$ cat src/core/sdram_regs.svh
`ifndef SDRAM_REGS_SVH
`define SDRAM_REGS_SVH
// Notes on behaviour
// - 32-bit bus row: lines 10..0 from bits 20..10, 13/14/11/12 by density.
// - 16-bit bus row: lines 10..0 from bits 19..9, upper lines shifted one down.
// - 16-bit column: lines 7..0 from bits 8..1; lines 13/14 select the leaf.
// - Line 10 requests auto precharge on column; on precharge selects all banks.
// - Encode MRS, auto refresh, self refresh (clock enable low) and activate.
// - Encode read, write, precharge and no-operation; only a command subset is used.
// - Both 32-bit and 16-bit data buses; width field selects the address mapping.
// - Two quad-word write buffers; one merges while the other drains.
// - Writes of any width within one quad word merge into one burst.
// - A write outside the merging quad word flushes the merging buffer.
// - A read hitting a buffered quad word waits until it is written out.
// - Merging buffer also flushes on timeout reaching zero or buffering disabled.
// - Expiry of the periodic refresh timer requests an auto refresh; expiries while one is pending merge.
// - Self-refresh request bit set enters self refresh; cleared leaves it.
// - Self-refresh acknowledge is low during entry or exit, high when done.
// - Writing 01 to the init field issues a precharge-all command.
// - Writing 10 to the init field issues MRS; 00 enters normal mode.
// - Auto refreshes are spaced by the refresh register count of clocks.
// - Width bit 0 clear selects 32-bit bus, set selects 16-bit bus.
// - Auto-precharge bit 1 clear uses auto precharge, set leaves rows open.
// - Each bank's 2-bit density field chooses 16M, 64M, 128M or 256M mapping.
`define CFG_OFS 5'h00
`define CMD_OFS 5'h04
`define REF_OFS 5'h08
`define WBTO_OFS 5'h0C
`define PCG_OFS 5'h10
`define CFG_RST 20'h99F0C
`define REF_RST 16'h0020
`define CFG_EXT_WIDTH_SEL 0
`define CFG_AUTO_PRECHARGE_CTL 1
`define CFG_CL 3:2
`define CFG_BANK1_DENSITY_SEL 5:4
`define CFG_BANK0_DENSITY_SEL 7:6
`define CFG_RP 9:8
`define CFG_RCD 11:10
`define CFG_RC 15:12
`define CMD_INIT 1:0
`define CMD_WBEN 2
`define CMD_BUSY 3
`define PCG_SRREQ 0
`define PCG_SELFREF_ACK 1
`define INIT_NORM 2'h0
`define INIT_PALL 2'h1
`define INIT_MRS 2'h2
`define MRS_BL32 3'h2
`define MRS_BL16 3'h3
`define BL32 4'h4
`define BL16 4'h8
`define BANK_BIT 26
`define C_MRS 3'h0
`define C_REF 3'h1
`define C_PRE 3'h2
`define C_ACT 3'h3
`define C_WR 3'h4
`define C_RD 3'h5
`define C_NOP 3'h7
`define A10_ALL 15'h0400
`endif

$ cat src/core/sdram_pkg.sv
package sdram_pkg;
    typedef enum logic [3:0] {
        S_IDLE = 4'h0, S_ACT = 4'h1, S_RCD = 4'h3, S_CMD = 4'h2,
        S_BURST = 4'h6, S_RECOV = 4'h7, S_SRE = 4'h5, S_SR = 4'h4,
        S_SRX = 4'hC
    } st_type;
    typedef struct packed {
        logic cke;
        logic [1:0] cs_n;
        logic [2:0] cmd;
        logic [14:0] addr;
        logic [31:0] dq;
        logic dq_oe_n;
        logic [3:0] dqm;
    } pins_type;
    typedef struct packed {
        logic [1:0] vld;
        logic [1:0] pend;
        logic [1:0][22:0] qa;
        logic [1:0][15:0] be;
        logic [1:0][127:0] dat;
    } wbuf_type;
    typedef struct packed {
        logic [19:0] cfg;
        logic [1:0] init;
        logic wben;
        logic [15:0] refv;
        logic [15:0] wbto;
        logic srreq;
        logic selfref_ack;
        logic wb_ack;
        logic [31:0] wb_dat;
        logic pall_req;
        logic mrs_req;
        logic ref_req;
        logic [15:0] refcnt;
        logic [15:0] wbtcnt;
        st_type st;
        logic [4:0] wt;
        logic [3:0] beat;
        logic mi;
        logic di;
        logic op_wr;
        logic [26:0] cur;
        logic open_vld;
        logic open_cs;
        logic [14:0] open_row;
        logic sys_ack;
        logic [31:0] rdata;
        wbuf_type wb;
        pins_type p;
    } state_type;
endpackage: sdram_pkg

$ cat src/core/sdram_controller_core.sv
`timescale 1ns/1ps
`include "sdram_regs.svh"
module sdram_controller_core (
    input wire logic CLK,
    input wire logic RESETN,
    input wire logic WB_CYC_I,
    input wire logic WB_STB_I,
    input wire logic WB_WE_I,
    input wire logic [4:0] WB_ADR_I,
    input wire logic [3:0] WB_SEL_I,
    input wire logic [31:0] WB_DAT_I,
    output logic [31:0] WB_DAT_O,
    output logic WB_ACK_O,
    input wire logic SYS_REQ,
    input wire logic SYS_WE,
    input wire logic [26:0] SYS_ADDR,
    input wire logic [3:0] SYS_SEL,
    input wire logic [31:0] SYS_WDATA,
    output logic SYS_ACK,
    output logic [31:0] SYS_RDATA,
    output logic MEM_CKE,
    output logic [1:0] MEM_CHIP_SELECT_N,
    output logic MEM_ROW_STROBE_N,
    output logic MEM_COL_STROBE_N,
    output logic MEM_WRITE_ENABLE_N,
    output logic [14:0] MEM_ADDR_OUT,
    output logic [31:0] MEM_DQ_O,
    input wire logic [31:0] MEM_DQ_I,
    output logic MEM_DQ_OE_N,
    output logic [3:0] MEM_DQM
);
    sdram_pkg::state_type v_r;
    sdram_pkg::state_type v_nxt;
    logic half_bus;
    logic apctl;
    logic [3:0] bl;
    logic [4:0] rp;
    logic [4:0] rcd;
    logic [4:0] rc;
    logic norm;
    logic sreq;
    logic busy;
    logic [1:0] hit;
    logic m;
    logic dsel;
    logic go;
    logic gwr;
    logic fl;
    logic [26:0] tgt;
    logic tcs;
    logic [1:0] tden;
    logic [14:0] trow;
    logic [1:0] cden;
    logic [35:0] bo;
    logic [31:0] rd;
    logic [31:0] wv;

    // Both widths share one table: the 16-bit map is the 32-bit map one bit lower
    function automatic logic [14:0] map_addr(input logic [25:0] a0, input logic w16,
                                             input logic [1:0] d, input logic col, input logic auto_pre);
        logic [26:0] a;
        logic [14:0] mo;
        a = w16 ? {a0, 1'b0} : {1'b0, a0};
        mo = 15'h0000;
        if (col) begin
            mo[7:0] = a[9:2];
            mo[10] = auto_pre;
            case (d)
                2'h0: mo[8] = a[22];
                2'h1: mo[8] = a[24];
                2'h2: mo[9:8] = a[25:24];
                default: mo[9:8] = a[26:25];
            endcase
        end else begin
            mo[10:0] = a[20:10];
            if (d != 2'h0) mo[11] = a[23];
            if (d == 2'h3) mo[12] = a[24];
        end
        mo[13] = a[21];
        if (d != 2'h0) mo[14] = a[22];
        return mo;
    endfunction: map_addr

    function automatic logic [31:0] bmask(input logic [31:0] o, input logic [31:0] d, input logic [3:0] se);
        logic [31:0] n;
        n = o;
        for (int i = 0; i < 4; i++) begin
            if (se[i]) n[i*8 +: 8] = d[i*8 +: 8];
        end
        return n;
    endfunction: bmask

    // Returns {dqm, dq}; unwritten bytes stay masked so merging needs no read
    function automatic logic [35:0] beat_out(input logic [127:0] dat, input logic [15:0] be,
                                             input logic w16, input logic [3:0] b);
        logic [35:0] o;
        if (w16) begin
            o = {2'b11, ~be[b*2 +: 2], 16'h0000, dat[b*16 +: 16]};
        end else begin
            o = {~be[b[1:0]*4 +: 4], dat[b[1:0]*32 +: 32]};
        end
        return o;
    endfunction: beat_out

    generate
        for (genvar g = 0; g < 2; g++) begin : g_hit
            assign hit[g] = v_r.wb.vld[g] && v_r.wb.qa[g] == SYS_ADDR[26:4];
        end
    endgenerate

    always_comb begin
        v_nxt = v_r;
        v_nxt.p.cmd = `C_NOP;
        v_nxt.p.cs_n = 2'b11;
        v_nxt.p.dq_oe_n = 1'b1;
        v_nxt.p.dqm = 4'h0;
        v_nxt.wb_ack = 1'b0;
        v_nxt.sys_ack = 1'b0;
        if (v_r.wt != 5'h00) v_nxt.wt = v_r.wt - 5'h01;
        half_bus = v_r.cfg[`CFG_EXT_WIDTH_SEL];
        apctl = v_r.cfg[`CFG_AUTO_PRECHARGE_CTL];
        bl = half_bus ? `BL16 : `BL32;
        rp = {3'h0, v_r.cfg[`CFG_RP]} + 5'h01;
        rcd = {3'h0, v_r.cfg[`CFG_RCD]} + 5'h01;
        rc = {1'b0, v_r.cfg[`CFG_RC]} + 5'h01;
        norm = v_r.init == `INIT_NORM && v_r.selfref_ack && !v_r.srreq;
        sreq = SYS_REQ && !v_r.sys_ack && norm;
        busy = v_r.st != sdram_pkg::S_IDLE || (|v_r.wb.pend) || v_r.pall_req || v_r.mrs_req;
        m = v_r.mi;
        dsel = v_r.wb.pend[!v_r.mi] ? !v_r.mi : v_r.mi;
        tgt = (|v_r.wb.pend) ? {v_r.wb.qa[dsel], 4'h0} : SYS_ADDR;
        tcs = tgt[`BANK_BIT];
        tden = tcs ? v_r.cfg[`CFG_BANK1_DENSITY_SEL] : v_r.cfg[`CFG_BANK0_DENSITY_SEL];
        trow = map_addr(tgt[25:0], half_bus, tden, 1'b0, 1'b0);
        cden = v_r.cur[`BANK_BIT] ? v_r.cfg[`CFG_BANK1_DENSITY_SEL] : v_r.cfg[`CFG_BANK0_DENSITY_SEL];
        bo = beat_out(v_r.wb.dat[v_r.di], v_r.wb.be[v_r.di], half_bus, v_r.beat);
        go = 1'b0;
        gwr = 1'b0;
        fl = 1'b0;
        rd = 32'h0000_0000;
        wv = 32'h0000_0000;

        // Flush triggers on the merging entry
        if (v_r.wb.vld[m] && !v_r.wb.pend[m]) begin
            if (!v_r.wben || v_r.wbtcnt == 16'h0000) begin
                fl = 1'b1;
            end else if (sreq && !SYS_WE && hit[m]) begin
                fl = 1'b1;
            end else if (sreq && SYS_WE && !hit[m]) begin
                fl = 1'b1;
            end else begin
                v_nxt.wbtcnt = v_r.wbtcnt - 16'h0001;
            end
            if (fl) v_nxt.wb.pend[m] = 1'b1;
        end
        // New writes move to the free entry while the flushed one drains
        if (v_r.wb.pend[m] && !v_r.wb.vld[!m]) v_nxt.mi = !m;
        if (sreq && SYS_WE && !fl && !v_r.wb.pend[m]) begin
            if (!v_r.wb.vld[m]) begin
                v_nxt.wb.vld[m] = 1'b1;
                v_nxt.wb.qa[m] = SYS_ADDR[26:4];
                v_nxt.wb.be[m] = 16'h0000;
                v_nxt.wb.dat[m] = 128'h0;
            end
            for (int i = 0; i < 4; i++) begin
                if (SYS_SEL[i]) v_nxt.wb.dat[m][SYS_ADDR[3:2]*32 + i*8 +: 8] = SYS_WDATA[i*8 +: 8];
            end
            v_nxt.wb.be[m][SYS_ADDR[3:2]*4 +: 4] = v_nxt.wb.be[m][SYS_ADDR[3:2]*4 +: 4] | SYS_SEL;
            v_nxt.wbtcnt = v_r.wbto;
            v_nxt.sys_ack = 1'b1;
        end

        case (v_r.st)
            sdram_pkg::S_IDLE: begin
                if (v_r.srreq && v_r.selfref_ack) begin
                    v_nxt.p.cmd = `C_PRE;
                    v_nxt.p.cs_n = 2'b00;
                    v_nxt.p.addr = `A10_ALL;
                    v_nxt.open_vld = 1'b0;
                    v_nxt.selfref_ack = 1'b0;
                    v_nxt.wt = rp;
                    v_nxt.st = sdram_pkg::S_SRE;
                end else if (v_r.pall_req) begin
                    v_nxt.p.cmd = `C_PRE;
                    v_nxt.p.cs_n = 2'b00;
                    v_nxt.p.addr = `A10_ALL;
                    v_nxt.open_vld = 1'b0;
                    v_nxt.pall_req = 1'b0;
                    v_nxt.wt = rp;
                    v_nxt.st = sdram_pkg::S_RECOV;
                end else if (v_r.mrs_req) begin
                    v_nxt.p.cmd = `C_MRS;
                    v_nxt.p.cs_n = 2'b00;
                    v_nxt.p.addr = {8'h00, 1'b0, v_r.cfg[`CFG_CL], 1'b0, half_bus ? `MRS_BL16 : `MRS_BL32};
                    v_nxt.mrs_req = 1'b0;
                    v_nxt.wt = rc;
                    v_nxt.st = sdram_pkg::S_RECOV;
                end else if (v_r.ref_req) begin
                    v_nxt.p.cs_n = 2'b00;
                    if (v_r.open_vld) begin
                        // Open rows must close before a refresh
                        v_nxt.p.cmd = `C_PRE;
                        v_nxt.p.addr = `A10_ALL;
                        v_nxt.open_vld = 1'b0;
                        v_nxt.wt = rp;
                    end else begin
                        v_nxt.p.cmd = `C_REF;
                        v_nxt.ref_req = 1'b0;
                        v_nxt.wt = rc;
                    end
                    v_nxt.st = sdram_pkg::S_RECOV;
                end else if (norm && (|v_r.wb.pend)) begin
                    go = 1'b1;
                    gwr = 1'b1;
                end else if (sreq && !SYS_WE && !(|hit)) begin
                    go = 1'b1;
                end
                if (go) begin
                    v_nxt.cur = tgt;
                    v_nxt.op_wr = gwr;
                    v_nxt.di = dsel;
                    if (v_r.open_vld && v_r.open_cs == tcs && v_r.open_row == trow) begin
                        v_nxt.st = sdram_pkg::S_CMD;
                    end else if (v_r.open_vld) begin
                        v_nxt.p.cmd = `C_PRE;
                        v_nxt.p.cs_n = v_r.open_cs ? 2'b01 : 2'b10;
                        v_nxt.p.addr = {v_r.open_row[14:13], 13'h0000};
                        v_nxt.open_vld = 1'b0;
                        v_nxt.wt = rp;
                        v_nxt.st = sdram_pkg::S_RECOV;
                    end else begin
                        v_nxt.p.cmd = `C_ACT;
                        v_nxt.p.cs_n = tcs ? 2'b01 : 2'b10;
                        v_nxt.p.addr = trow;
                        v_nxt.open_vld = apctl;
                        v_nxt.open_cs = tcs;
                        v_nxt.open_row = trow;
                        v_nxt.wt = rcd;
                        v_nxt.st = sdram_pkg::S_RCD;
                    end
                end
            end
            sdram_pkg::S_RCD: begin
                if (v_r.wt <= 5'h01) v_nxt.st = sdram_pkg::S_CMD;
            end
            sdram_pkg::S_CMD: begin
                v_nxt.p.cs_n = v_r.cur[`BANK_BIT] ? 2'b01 : 2'b10;
                v_nxt.p.addr = map_addr(v_r.cur[25:0], half_bus, cden, 1'b1, !apctl);
                v_nxt.st = sdram_pkg::S_BURST;
                if (v_r.op_wr) begin
                    v_nxt.p.cmd = `C_WR;
                    v_nxt.p.dq_oe_n = 1'b0;
                    {v_nxt.p.dqm, v_nxt.p.dq} = beat_out(v_r.wb.dat[v_r.di], v_r.wb.be[v_r.di], half_bus, 4'h0);
                    v_nxt.beat = 4'h1;
                end else begin
                    v_nxt.p.cmd = `C_RD;
                    v_nxt.beat = 4'h0;
                    v_nxt.wt = {3'h0, v_r.cfg[`CFG_CL]};
                end
            end
            sdram_pkg::S_BURST: begin
                if (v_r.op_wr) begin
                    v_nxt.p.dq_oe_n = 1'b0;
                    {v_nxt.p.dqm, v_nxt.p.dq} = bo;
                    v_nxt.beat = v_r.beat + 4'h1;
                    if (v_r.beat == bl - 4'h1) begin
                        v_nxt.wb.vld[v_r.di] = 1'b0;
                        v_nxt.wb.pend[v_r.di] = 1'b0;
                        v_nxt.wt = rp;
                        v_nxt.st = sdram_pkg::S_RECOV;
                    end
                end else if (v_r.wt == 5'h00) begin
                    // Whole burst is waited out so the bus is free for the next command
                    if (v_r.beat == 4'h0) begin
                        v_nxt.rdata = half_bus ? {16'h0000, MEM_DQ_I[15:0]} : MEM_DQ_I;
                    end else if (v_r.beat == 4'h1 && half_bus) begin
                        v_nxt.rdata[31:16] = MEM_DQ_I[15:0];
                    end
                    v_nxt.beat = v_r.beat + 4'h1;
                    if (v_r.beat == bl - 4'h1) begin
                        v_nxt.sys_ack = 1'b1;
                        v_nxt.wt = rp;
                        v_nxt.st = sdram_pkg::S_RECOV;
                    end
                end
            end
            sdram_pkg::S_RECOV: begin
                if (v_r.wt <= 5'h01) v_nxt.st = sdram_pkg::S_IDLE;
            end
            sdram_pkg::S_SRE: begin
                if (v_r.wt <= 5'h01) begin
                    v_nxt.p.cmd = `C_REF;
                    v_nxt.p.cs_n = 2'b00;
                    v_nxt.p.cke = 1'b0;
                    v_nxt.selfref_ack = 1'b1;
                    v_nxt.st = sdram_pkg::S_SR;
                end
            end
            sdram_pkg::S_SR: begin
                if (!v_r.srreq) begin
                    v_nxt.p.cke = 1'b1;
                    v_nxt.selfref_ack = 1'b0;
                    v_nxt.wt = rc;
                    v_nxt.st = sdram_pkg::S_SRX;
                end
            end
            sdram_pkg::S_SRX: begin
                if (v_r.wt <= 5'h01) begin
                    v_nxt.selfref_ack = 1'b1;
                    v_nxt.st = sdram_pkg::S_IDLE;
                end
            end
            default: begin
                v_nxt.st = sdram_pkg::S_IDLE;
            end
        endcase

        // Timer runs after the engine so a new expiry is never lost to a clear
        if (v_r.refcnt <= 16'h0001) begin
            v_nxt.refcnt = v_r.refv;
            v_nxt.ref_req = 1'b1;
        end else begin
            v_nxt.refcnt = v_r.refcnt - 16'h0001;
        end

        if (WB_CYC_I && WB_STB_I && !v_r.wb_ack) begin
            v_nxt.wb_ack = 1'b1;
            case (WB_ADR_I)
                `CFG_OFS: rd = {12'h000, v_r.cfg};
                `CMD_OFS: rd = {28'h0000000, busy, v_r.wben, v_r.init};
                `REF_OFS: rd = {16'h0000, v_r.refv};
                `WBTO_OFS: rd = {16'h0000, v_r.wbto};
                `PCG_OFS: rd = {30'h00000000, v_r.selfref_ack, v_r.srreq};
                default: rd = 32'h0000_0000;
            endcase
            v_nxt.wb_dat = rd;
            wv = bmask(rd, WB_DAT_I, WB_SEL_I);
            if (WB_WE_I) begin
                case (WB_ADR_I)
                    `CFG_OFS: v_nxt.cfg = wv[19:0];
                    `CMD_OFS: begin
                        v_nxt.init = wv[`CMD_INIT];
                        v_nxt.wben = wv[`CMD_WBEN];
                        if (WB_SEL_I[0] && wv[`CMD_INIT] == `INIT_PALL) v_nxt.pall_req = 1'b1;
                        if (WB_SEL_I[0] && wv[`CMD_INIT] == `INIT_MRS) v_nxt.mrs_req = 1'b1;
                    end
                    `REF_OFS: begin
                        v_nxt.refv = wv[15:0];
                        v_nxt.refcnt = wv[15:0];
                    end
                    `WBTO_OFS: v_nxt.wbto = wv[15:0];
                    `PCG_OFS: v_nxt.srreq = wv[`PCG_SRREQ];
                    default: begin
                    end
                endcase
            end
        end
    end

    always_ff @(posedge CLK or negedge RESETN) begin
        if (!RESETN) begin
            v_r <= '0;
            v_r.cfg <= `CFG_RST;
            v_r.refv <= `REF_RST;
            v_r.refcnt <= `REF_RST;
            v_r.selfref_ack <= 1'b1;
            v_r.st <= sdram_pkg::S_IDLE;
            v_r.p.cke <= 1'b1;
            v_r.p.cs_n <= 2'b11;
            v_r.p.cmd <= `C_NOP;
            v_r.p.dq_oe_n <= 1'b1;
        end else begin
            v_r <= v_nxt;
        end
    end

    assign WB_DAT_O = v_r.wb_dat;
    assign WB_ACK_O = v_r.wb_ack;
    assign SYS_ACK = v_r.sys_ack;
    assign SYS_RDATA = v_r.rdata;
    assign MEM_CKE = v_r.p.cke;
    assign MEM_CHIP_SELECT_N = v_r.p.cs_n;
    assign MEM_ROW_STROBE_N = v_r.p.cmd[2];
    assign MEM_COL_STROBE_N = v_r.p.cmd[1];
    assign MEM_WRITE_ENABLE_N = v_r.p.cmd[0];
    assign MEM_ADDR_OUT = v_r.p.addr;
    assign MEM_DQ_O = v_r.p.dq;
    assign MEM_DQ_OE_N = v_r.p.dq_oe_n;
    assign MEM_DQM = v_r.p.dqm;
endmodule: sdram_controller_core

$ cat config.mk
export PLATFORM = sky130hd
export DESIGN_NAME = sdram_controller_core
export DESIGN_NICKNAME = d
export VERILOG_FILES = /design/src/core/sdram_pkg.sv /design/src/core/sdram_controller_core.sv
export VERILOG_INCLUDE_DIRS = /design/src /design/src/core
export SDC_FILE = /design/constraint.sdc
export NUM_CORES = 2
export LEC_CHECK = 0
export ABC_AREA = 0
export BUFFER_PORTS_ARGS = -buffer_cell sky130_fd_sc_hd__buf_2
export CORE_MARGIN = 2
export CORE_UTILIZATION = 60
export CTS_BUF_LIST = sky130_fd_sc_hd__clkbuf_8
export DETAILED_ROUTE_END_ITERATION = 12
export PLACE_DENSITY = 0.85
export REMOVE_ABC_BUFFERS = 1
export SLEW_MARGIN = 25
export SYNTH_ARGS = -nofsm -noshare
export SYNTH_HDL_FRONTEND = slang
export SYNTH_SLANG_ARGS = --single-unit
$ cat constraint.sdc
create_clock -name CLK -period 3.86 [get_ports CLK]
set_input_delay 0.579 -clock CLK [delete_from_list [all_inputs] [get_ports CLK]]
set_output_delay 0.579 -clock CLK [all_outputs]
set_load 0.01 [all_outputs]
* Word level (Yosys, flattened, before mapping)
Index checks and enable logic that the tools add are counted.
Cells by class: bitwise operators 17, shift-type cells 15, reductions and logical operators 83, mux-type cells 182, equal/unequal tests 39, add/subtract/negate cells 16, magnitude comparators 8
Operator list (count):
- 256-bit two-way mux | 7
- 256-bit bitwise mux | 4
- 128-bit two-way mux | 7
- 334-bit two-way mux | 2
- 128-bit demux with 1-bit select | 5
- 8-bit by 34-bit variable shift with 128-bit output, first input constant | 4
- 8-bit by 34-bit indexed part select with 128-bit output | 4
- 16-bit two-way mux | 19
- 256-bit bitwise AND | 1
- 256-bit inverter | 1
- 20-bit two-way mux | 7
- 128-bit by 8-bit indexed part select with 32-bit output | 1
- 128-bit by 9-bit indexed part select with 16-bit output | 1
- 37-bit two-way mux | 3
- 8-bit negation with 34-bit output | 3
- 20-bit one-hot mux with 5 select lines | 1
- 37-bit one-hot mux with 2 select lines | 1
- 36-bit two-way mux | 2
- 23-bit two-way mux | 3
- 33-bit two-way mux | 2
- 9-bit two-way mux | 7
- 1-bit two-way mux | 54
- 27-bit two-way mux | 2
- 46-bit bitwise mux | 1
- other kinds (82) | 218
Word-level totals: input port bits 143, register bits after elaboration 614

* Longest topological paths before layout
word-level depth 26, depth in mapped cells 13, mapped depth without buffers 12

* Worst setup path after synthesis
OpenSTA, ideal clock, no wires.
path kind reg2reg, from register v_r[476] (netlist name), to register v_r (netlist bit SYS_RDATA[10]), setup slack 0.470 ns, arrival 3.265 ns, cell stages (with the launch flop) 11, path through dfrtp_1 clkbuf_1 inv_1 clkbuf_1 clkbuf_1 clkbuf_1 ha_1 nand2_1 nor4_1 clkbuf_1 mux2_2
Between the ends: longest elaborated chain between the ends 2
Ends and longest elaborated chain:
- start, declared | RTL line sdram_controller_core.sv:32 | sdram_pkg::state_type v_r;
- start signal, assigned | RTL line sdram_controller_core.sv:373 | v_r <= v_nxt;
- 4-bit zero test | RTL line sdram_controller_core.sv:274 | if (v_r.beat == 4'h0) begin
- 4-bit AND reduction (no source line)
Every way passes these cells. A chain may end at the register's enable or synchronous reset.

* Worst setup path after layout
from register v_r[392] (netlist name), to register v_r (netlist bit MEM_ADDR_OUT[4])
Between the ends: longest elaborated chain between the ends 14, elaborated cells between the ends (all ways) 29, classes of those cells eq/ne (3); mux (21); reduce/logical (5)
Ends and longest elaborated chain:
- 1-bit two-way mux (not written as such) (2 in series) | RTL line sdram_controller_core.sv:130 | dsel = v_r.wb.pend[!v_r.mi] ? !v_r.mi : v_r.mi;
- 1-bit two-way mux | RTL line sdram_controller_core.sv:130
- 23-bit two-way mux (not written as such) (2 in series) | RTL line sdram_controller_core.sv:131 | tgt = (|v_r.wb.pend) ? {v_r.wb.qa[dsel], 4'h0} : SYS_ADDR;
- 27-bit two-way mux | RTL line sdram_controller_core.sv:131
- 2-bit two-way mux | RTL line sdram_controller_core.sv:133 | tden = tcs ? v_r.cfg[`CFG_BANK1_DENSITY_SEL] : v_r.cfg[`CFG_BANK0_DENSITY_SEL];
- 2-bit == test or 2-bit nonzero test (tied branches) | RTL line sdram_controller_core.sv:77, sdram_controller_core.sv:76, sdram_controller_core.sv:80
- 1-bit two-way mux, on equally long branches | RTL line sdram_controller_core.sv:77, sdram_controller_core.sv:76, sdram_controller_core.sv:80
- 15-bit == test | RTL line sdram_controller_core.sv:222 | if (v_r.open_vld && v_r.open_cs == tcs && v_r.open_row == trow) begin
- 1-bit logical AND | RTL line sdram_controller_core.sv:222
- 20-bit two-way mux | RTL line sdram_controller_core.sv:222
- 20-bit two-way mux (*) | RTL line sdram_controller_core.sv:218 | if (go) begin
- 15-bit one-hot mux with 2 select lines (*) | RTL line sdram_controller_core.sv:173 | case (v_r.st)
Mark *: on every way between the ends. The rest lies on a longest branch, timed or not. The select of a mux whose other input is x is not followed.

==> impl_metrics.prom <==
# TYPE chip_impl_metric gauge
chip_impl_info{name="outcome",value="completed"} 1
chip_impl_metric{name="initial_utilization",unit="%"} 60.99
chip_impl_metric{name="tightestPinTransition",unit="ns"} 0.9385
chip_impl_metric{name="ctsHtreeMaxLevel",unit=""} 3
chip_impl_metric{name="wirelength",unit="mm"} 98.61
chip_impl_metric{name="fin_util",unit="%"} 67.81
chip_impl_metric{name="nets",unit=""} 3533
chip_impl_metric{name="finClkSkew",unit="ns"} 0.04517
chip_impl_metric{name="detail_route.wl_per_cell",unit="µm"} 23.83
chip_impl_metric{name="cts_post_setup_buffers_inserted",unit=""} 0
chip_impl_info{name="critPathKind",value="flop to flop"} 1
chip_impl_metric{name="synth_area",unit="µm²"} 32180
chip_impl_metric{name="finalSetupViolations",unit=""} 0
chip_impl_metric{name="grt_util_all_layers",unit="%"} 35.35
chip_impl_metric{name="syn-instance-count",unit=""} 3231
chip_impl_info{name="critical_path_cell_list",value="inv_1 -> o32a_1 -> o21a_1 -> a2111oi_2 -> or4b_4 -> nor4b_4 -> a21o_2 -> nand2_1 -> o221ai_1 -> o211a_1"} 1
chip_impl_metric{name="numCtsBuffers",unit=""} 99
chip_impl_metric{name="slowest_delay",unit="ns"} 0.56
chip_impl_metric{name="number_of_cells_after_detailed_placement",unit=""} 3956
chip_impl_metric{name="max-vdd-ir-drop",unit="mV"} 0.3418
chip_impl_metric{name="timing.final.max_slew_violations",unit=""} 0
chip_impl_metric{name="grt_max_degree",unit=""} 108
chip_impl_metric{name="ys_async_sr_fraction",unit="%"} 100.0
chip_impl_metric{name="detail_route.drc_violations",unit=""} 0
chip_impl_metric{name="clk-insertion-delay-late",unit="ns"} 0.74
chip_impl_metric{name="fin_tns_setup",unit="ns"} 0
chip_impl_metric{name="period_share",unit="%"} 95.07
chip_impl_info{name="min-delay-start",value="WB_DAT_I[16]"} 1
chip_impl_metric{name="yosysSeqAreaShare",unit="%"} 46.03
chip_impl_metric{name="fillerInstances",unit=""} 3956
chip_impl_metric{name="placement.io_buffers",unit=""} 240
chip_impl_metric{name="power.total",unit="mW"} 17.98
chip_impl_metric{name="postLayoutCellArea",unit="µm²"} 35780
chip_impl_metric{name="hpwl_dp",unit="mm"} 68.23
chip_impl_metric{name="chipWidth",unit="µm"} 235.6
chip_impl_metric{name="fp.dieArea",unit="µm²"} 55500
chip_impl_info{name="grt_setup_unrepaired",value="no"} 1
chip_impl_metric{name="path_max_fanout",unit=""} 10
chip_impl_metric{name="max_clock_freq",unit="MHz"} 272.5
chip_impl_info{name="tritoncts",value="done"} 1
chip_impl_metric{name="globalRoute.totalOverflow",unit=""} 0
chip_impl_metric{name="place_area",unit="µm²"} 33700
chip_impl_metric{name="post_drt_via_cell_ratio",unit=""} 6.695
chip_impl_metric{name="clock_path_buffers",unit=""} 3
chip_impl_info{name="dominantRegCellSynth",value="sky130_fd_sc_hd__dfrtp_1"} 1
chip_impl_metric{name="final_weighted_congestion_in_routability_driven_placement",unit=""} 0.9257
chip_impl_metric{name="cp_data_required_time",unit="ns"} 4.50
chip_impl_metric{name="grt_pass1_wl",unit="mm"} 155.0
chip_impl_metric{name="synth-warning-count",unit=""} 0
chip_impl_metric{name="ant_nets",unit=""} 0
chip_impl_metric{name="pwr_density_cell",unit="nW/µm²"} 502.4
chip_impl_metric{name="floorplan.die.height",unit="µm"} 235.6
chip_impl_metric{name="drc_marker_count_from_the_first_detailed_route_iteration",unit=""} 3255
chip_impl_metric{name="synth_area_per_cell",unit="µm²"} 9.960
chip_impl_metric{name="clkSlewWorstSetupHoldPaths",unit="ns"} 0.06
chip_impl_info{name="cts_root_buffer",value="sky130_fd_sc_hd__clkbuf_8"} 1
chip_impl_metric{name="max_cap_viol_count",unit=""} 0
chip_impl_metric{name="io_pins",unit=""} 267
chip_impl_metric{name="cts_num_sinks",unit=""} 591
chip_impl_metric{name="tightest_slew_margin_relative_to_the_limit",unit="%"} 37.28
chip_impl_metric{name="power.leakage",unit="nW"} 16.41
chip_impl_info{name="crit_path_end_kind",value="flop"} 1
chip_impl_info{name="worst_r2r_startpoint",value="v_r[392]$_DFF_PN0_"} 1
chip_impl_metric{name="synth.distinct_cells",unit=""} 95
chip_impl_metric{name="layout-area-overhead-vs-synth",unit="%"} 11.18
chip_impl_info{name="worstSetupStartpointType",value="flop"} 1
chip_impl_metric{name="pre_cts_slack",unit="ns"} 0.1643
chip_impl_metric{name="timing.final.ws_setup",unit="ns"} 0.1904
chip_impl_metric{name="std_cell_rows",unit=""} 84
chip_impl_info{name="setup.worst_path.start",value="v_r[392]$_DFF_PN0_"} 1
chip_impl_metric{name="final-instance-count-excl-fill",unit=""} 4138
chip_impl_metric{name="worst_hold_slack",unit="ns"} 0.09250
chip_impl_metric{name="timing.critical_path.arrival",unit="ns"} 4.31
chip_impl_metric{name="yosys_register_bits",unit=""} 591
chip_impl_metric{name="grt_pass1_vias",unit=""} 27530
chip_impl_info{name="hold_path_class",value="primary input to flop"} 1
chip_impl_metric{name="hold_viol",unit=""} 0
chip_impl_metric{name="grt_antenna_before_repair",unit=""} 7
chip_impl_metric{name="placeableCoreArea",unit="µm²"} 52760
chip_impl_info{name="cell_at_the_slowest_stage_of_the_critical_path",value="sky130_fd_sc_hd__dfrtp_1"} 1
chip_impl_metric{name="timing.final.crit_period",unit="ns"} 3.670
chip_impl_metric{name="drive_above_1_share",unit="%"} 21.29
chip_impl_metric{name="synth_edf_count",unit=""} 0
chip_impl_metric{name="drt_pre_antenna_iters",unit=""} 6
chip_impl_metric{name="via_count",unit=""} 27700
placed cells by master, fill, tap and decap left out, types with 22 or more instances in the layout:
cell,n
sky130_fd_sc_hd__dfrtp_1,566
sky130_fd_sc_hd__nand2_1,390
sky130_fd_sc_hd__a22o_1,308
sky130_fd_sc_hd__buf_2,239
sky130_fd_sc_hd__o21ai_0,235
sky130_fd_sc_hd__nor2_1,202
sky130_fd_sc_hd__a21oi_1,171
sky130_fd_sc_hd__mux2i_1,134
sky130_fd_sc_hd__clkbuf_8,122
sky130_fd_sc_hd__buf_4,118
sky130_fd_sc_hd__mux2_2,117
sky130_fd_sc_hd__inv_1,61
sky130_fd_sc_hd__xor2_1,50
sky130_fd_sc_hd__nor3_1,49
sky130_fd_sc_hd__o22ai_1,40
sky130_fd_sc_hd__nand3_1,39
sky130_fd_sc_hd__mux4_2,38
sky130_fd_sc_hd__a21o_1,29
sky130_fd_sc_hd__xnor2_1,28
sky130_fd_sc_hd__nand2b_1,26
sky130_fd_sc_hd__nor4_1,24
sky130_fd_sc_hd__a221oi_1,22
flip-flops by register name, summed over array words and instances (netlist names), 2 cells and up:
signal	count
v_r	476
MEM_DQ_O	32
MEM_CHIP_SELECT_N	2
MEM_DQM	4
SYS_RDATA	32
MEM_ADDR_OUT	15
WB_DAT_O	20
cell families after synthesis:
kind of cell               share of synthesized area [%]
buffers and inverters                              5.914
and+or+nand+nor                                    12.05
other                                            0.01165
DFF                                                46.03
muxes                                              10.97
adders and majority gates                         0.7776
AOI/OAI and AO/OA                                  22.12
xor gates and xnor gates                           2.123
layout make-up:
type / count / area [µm²] / area share [%]
multi-input cells: 2269 / 15540 / 43.45
clock buffers: 122 / 1679 / 4.693
flip-flops and latches: 591 / 14830 / 41.45
clock inverters: 56 / 366.6 / 1.025
repair buffers: 371 / 2347 / 6.560
diodes: 3 / 7.507 / 0.02098
inverters: 38 / 142.6 / 0.3987
well taps: 688 / 860.8 / 2.406
metal layers:
metal / wire [µm] / track usage [%]
met5: 39 / 0
met1: 38190 / 45.74
met2: 45380 / 55.69
met4: 4968 / 17.00
met3: 10030 / 9.146
repair_timing:
item	4_1_cts	5_1_grt
hold buffers	1	0
resized for setup	0	4
endpoints found under the hold margin	71	0
endpoints found under the setup margin	0	13
worst paths after layout:
path	slack, ns	end	cells after the start
setup / recovery	0.19	MEM_ADDR_OUT[4]$_DFFE_PN0P_	10
hold / removal	0.09	v_r[610]$_DFFE_PN1P_	2
setup reg to reg	0.19	MEM_ADDR_OUT[4]$_DFFE_PN0P_	10
hold reg to reg	0.48	WB_DAT_O[18]$_DFFE_PN0P_	2
max in group asynchronous	2.32	v_r[610]$_DFFE_PN1P_	3
min in group asynchronous	0.54	v_r[239]$_DFFE_PN0P_	2
Yosys cell counts, types with 9 or more instances:
library cell | instances | area, µm²
sky130_fd_sc_hd__and2_1 | 14 | 87.58
sky130_fd_sc_hd__nand4_1 | 16 | 100.1
sky130_fd_sc_hd__or2_2 | 9 | 56.30
sky130_fd_sc_hd__nor4_1 | 25 | 156.4
sky130_fd_sc_hd__xnor2_1 | 28 | 245.2
sky130_fd_sc_hd__dfrtp_1 | 571 | 14290
sky130_fd_sc_hd__ha_1 | 20 | 250.2
sky130_fd_sc_hd__nor3_1 | 50 | 250.2
sky130_fd_sc_hd__a22o_1 | 308 | 2698
sky130_fd_sc_hd__a21o_1 | 30 | 225.2
sky130_fd_sc_hd__inv_1 | 33 | 123.9
sky130_fd_sc_hd__xor2_1 | 50 | 437.9
sky130_fd_sc_hd__mux4_2 | 38 | 855.8
sky130_fd_sc_hd__nor3b_1 | 20 | 150.1
sky130_fd_sc_hd__nor2b_1 | 12 | 75.07
sky130_fd_sc_hd__o21ai_0 | 235 | 1176
sky130_fd_sc_hd__o32ai_1 | 10 | 87.58
sky130_fd_sc_hd__a211oi_1 | 9 | 67.56
sky130_fd_sc_hd__clkbuf_1 | 151 | 566.8
sky130_fd_sc_hd__a21oi_1 | 172 | 860.8
sky130_fd_sc_hd__nand2b_1 | 26 | 162.7
sky130_fd_sc_hd__nor2_1 | 205 | 769.5
sky130_fd_sc_hd__o211ai_1 | 16 | 120.1
sky130_fd_sc_hd__and3_1 | 20 | 125.1
sky130_fd_sc_hd__a22oi_1 | 11 | 82.58
sky130_fd_sc_hd__buf_1 | 62 | 232.7
sky130_fd_sc_hd__nand3_1 | 39 | 195.2
sky130_fd_sc_hd__o22ai_1 | 40 | 250.2
sky130_fd_sc_hd__mux2i_1 | 134 | 1341
sky130_fd_sc_hd__o221ai_1 | 9 | 78.83
sky130_fd_sc_hd__o21a_1 | 20 | 150.1
sky130_fd_sc_hd__a221oi_1 | 22 | 192.7
sky130_fd_sc_hd__a221o_1 | 14 | 140.1
sky130_fd_sc_hd__a31oi_1 | 16 | 100.1
sky130_fd_sc_hd__nand2_1 | 391 | 1468
sky130_fd_sc_hd__mux2_2 | 117 | 1318
sky130_fd_sc_hd__buf_2 | 12 | 60.06
sky130_fd_sc_hd__buf_4 | 117 | 878.3
sky130_fd_sc_hd__dfstp_2 | 20 | 525.5
sky130_fd_sc_hd__o31a_1 | 14 | 122.6
where the power goes:
group          leakage [nW]  switching [mW]  internal, mW
sequential             7.97           0.604          6.58
clock                  1.16            2.70          3.07
combinational          7.28            3.31          1.72
total                  16.4            6.61          11.4
worst max-delay path: cells and delay by family (launching register included):
| family | cells | cell delay [ns] |
|---|---|---|
| AND/OR/NAND/NOR | 3 | 1.06 |
| AO/OA/AOI/OAI | 6 | 1.73 |
| flip-flops | 1 | 0.56 |
| buffers and inverters | 1 | 0.25 |
No activity file was read; power rests on OpenSTA's default activity.
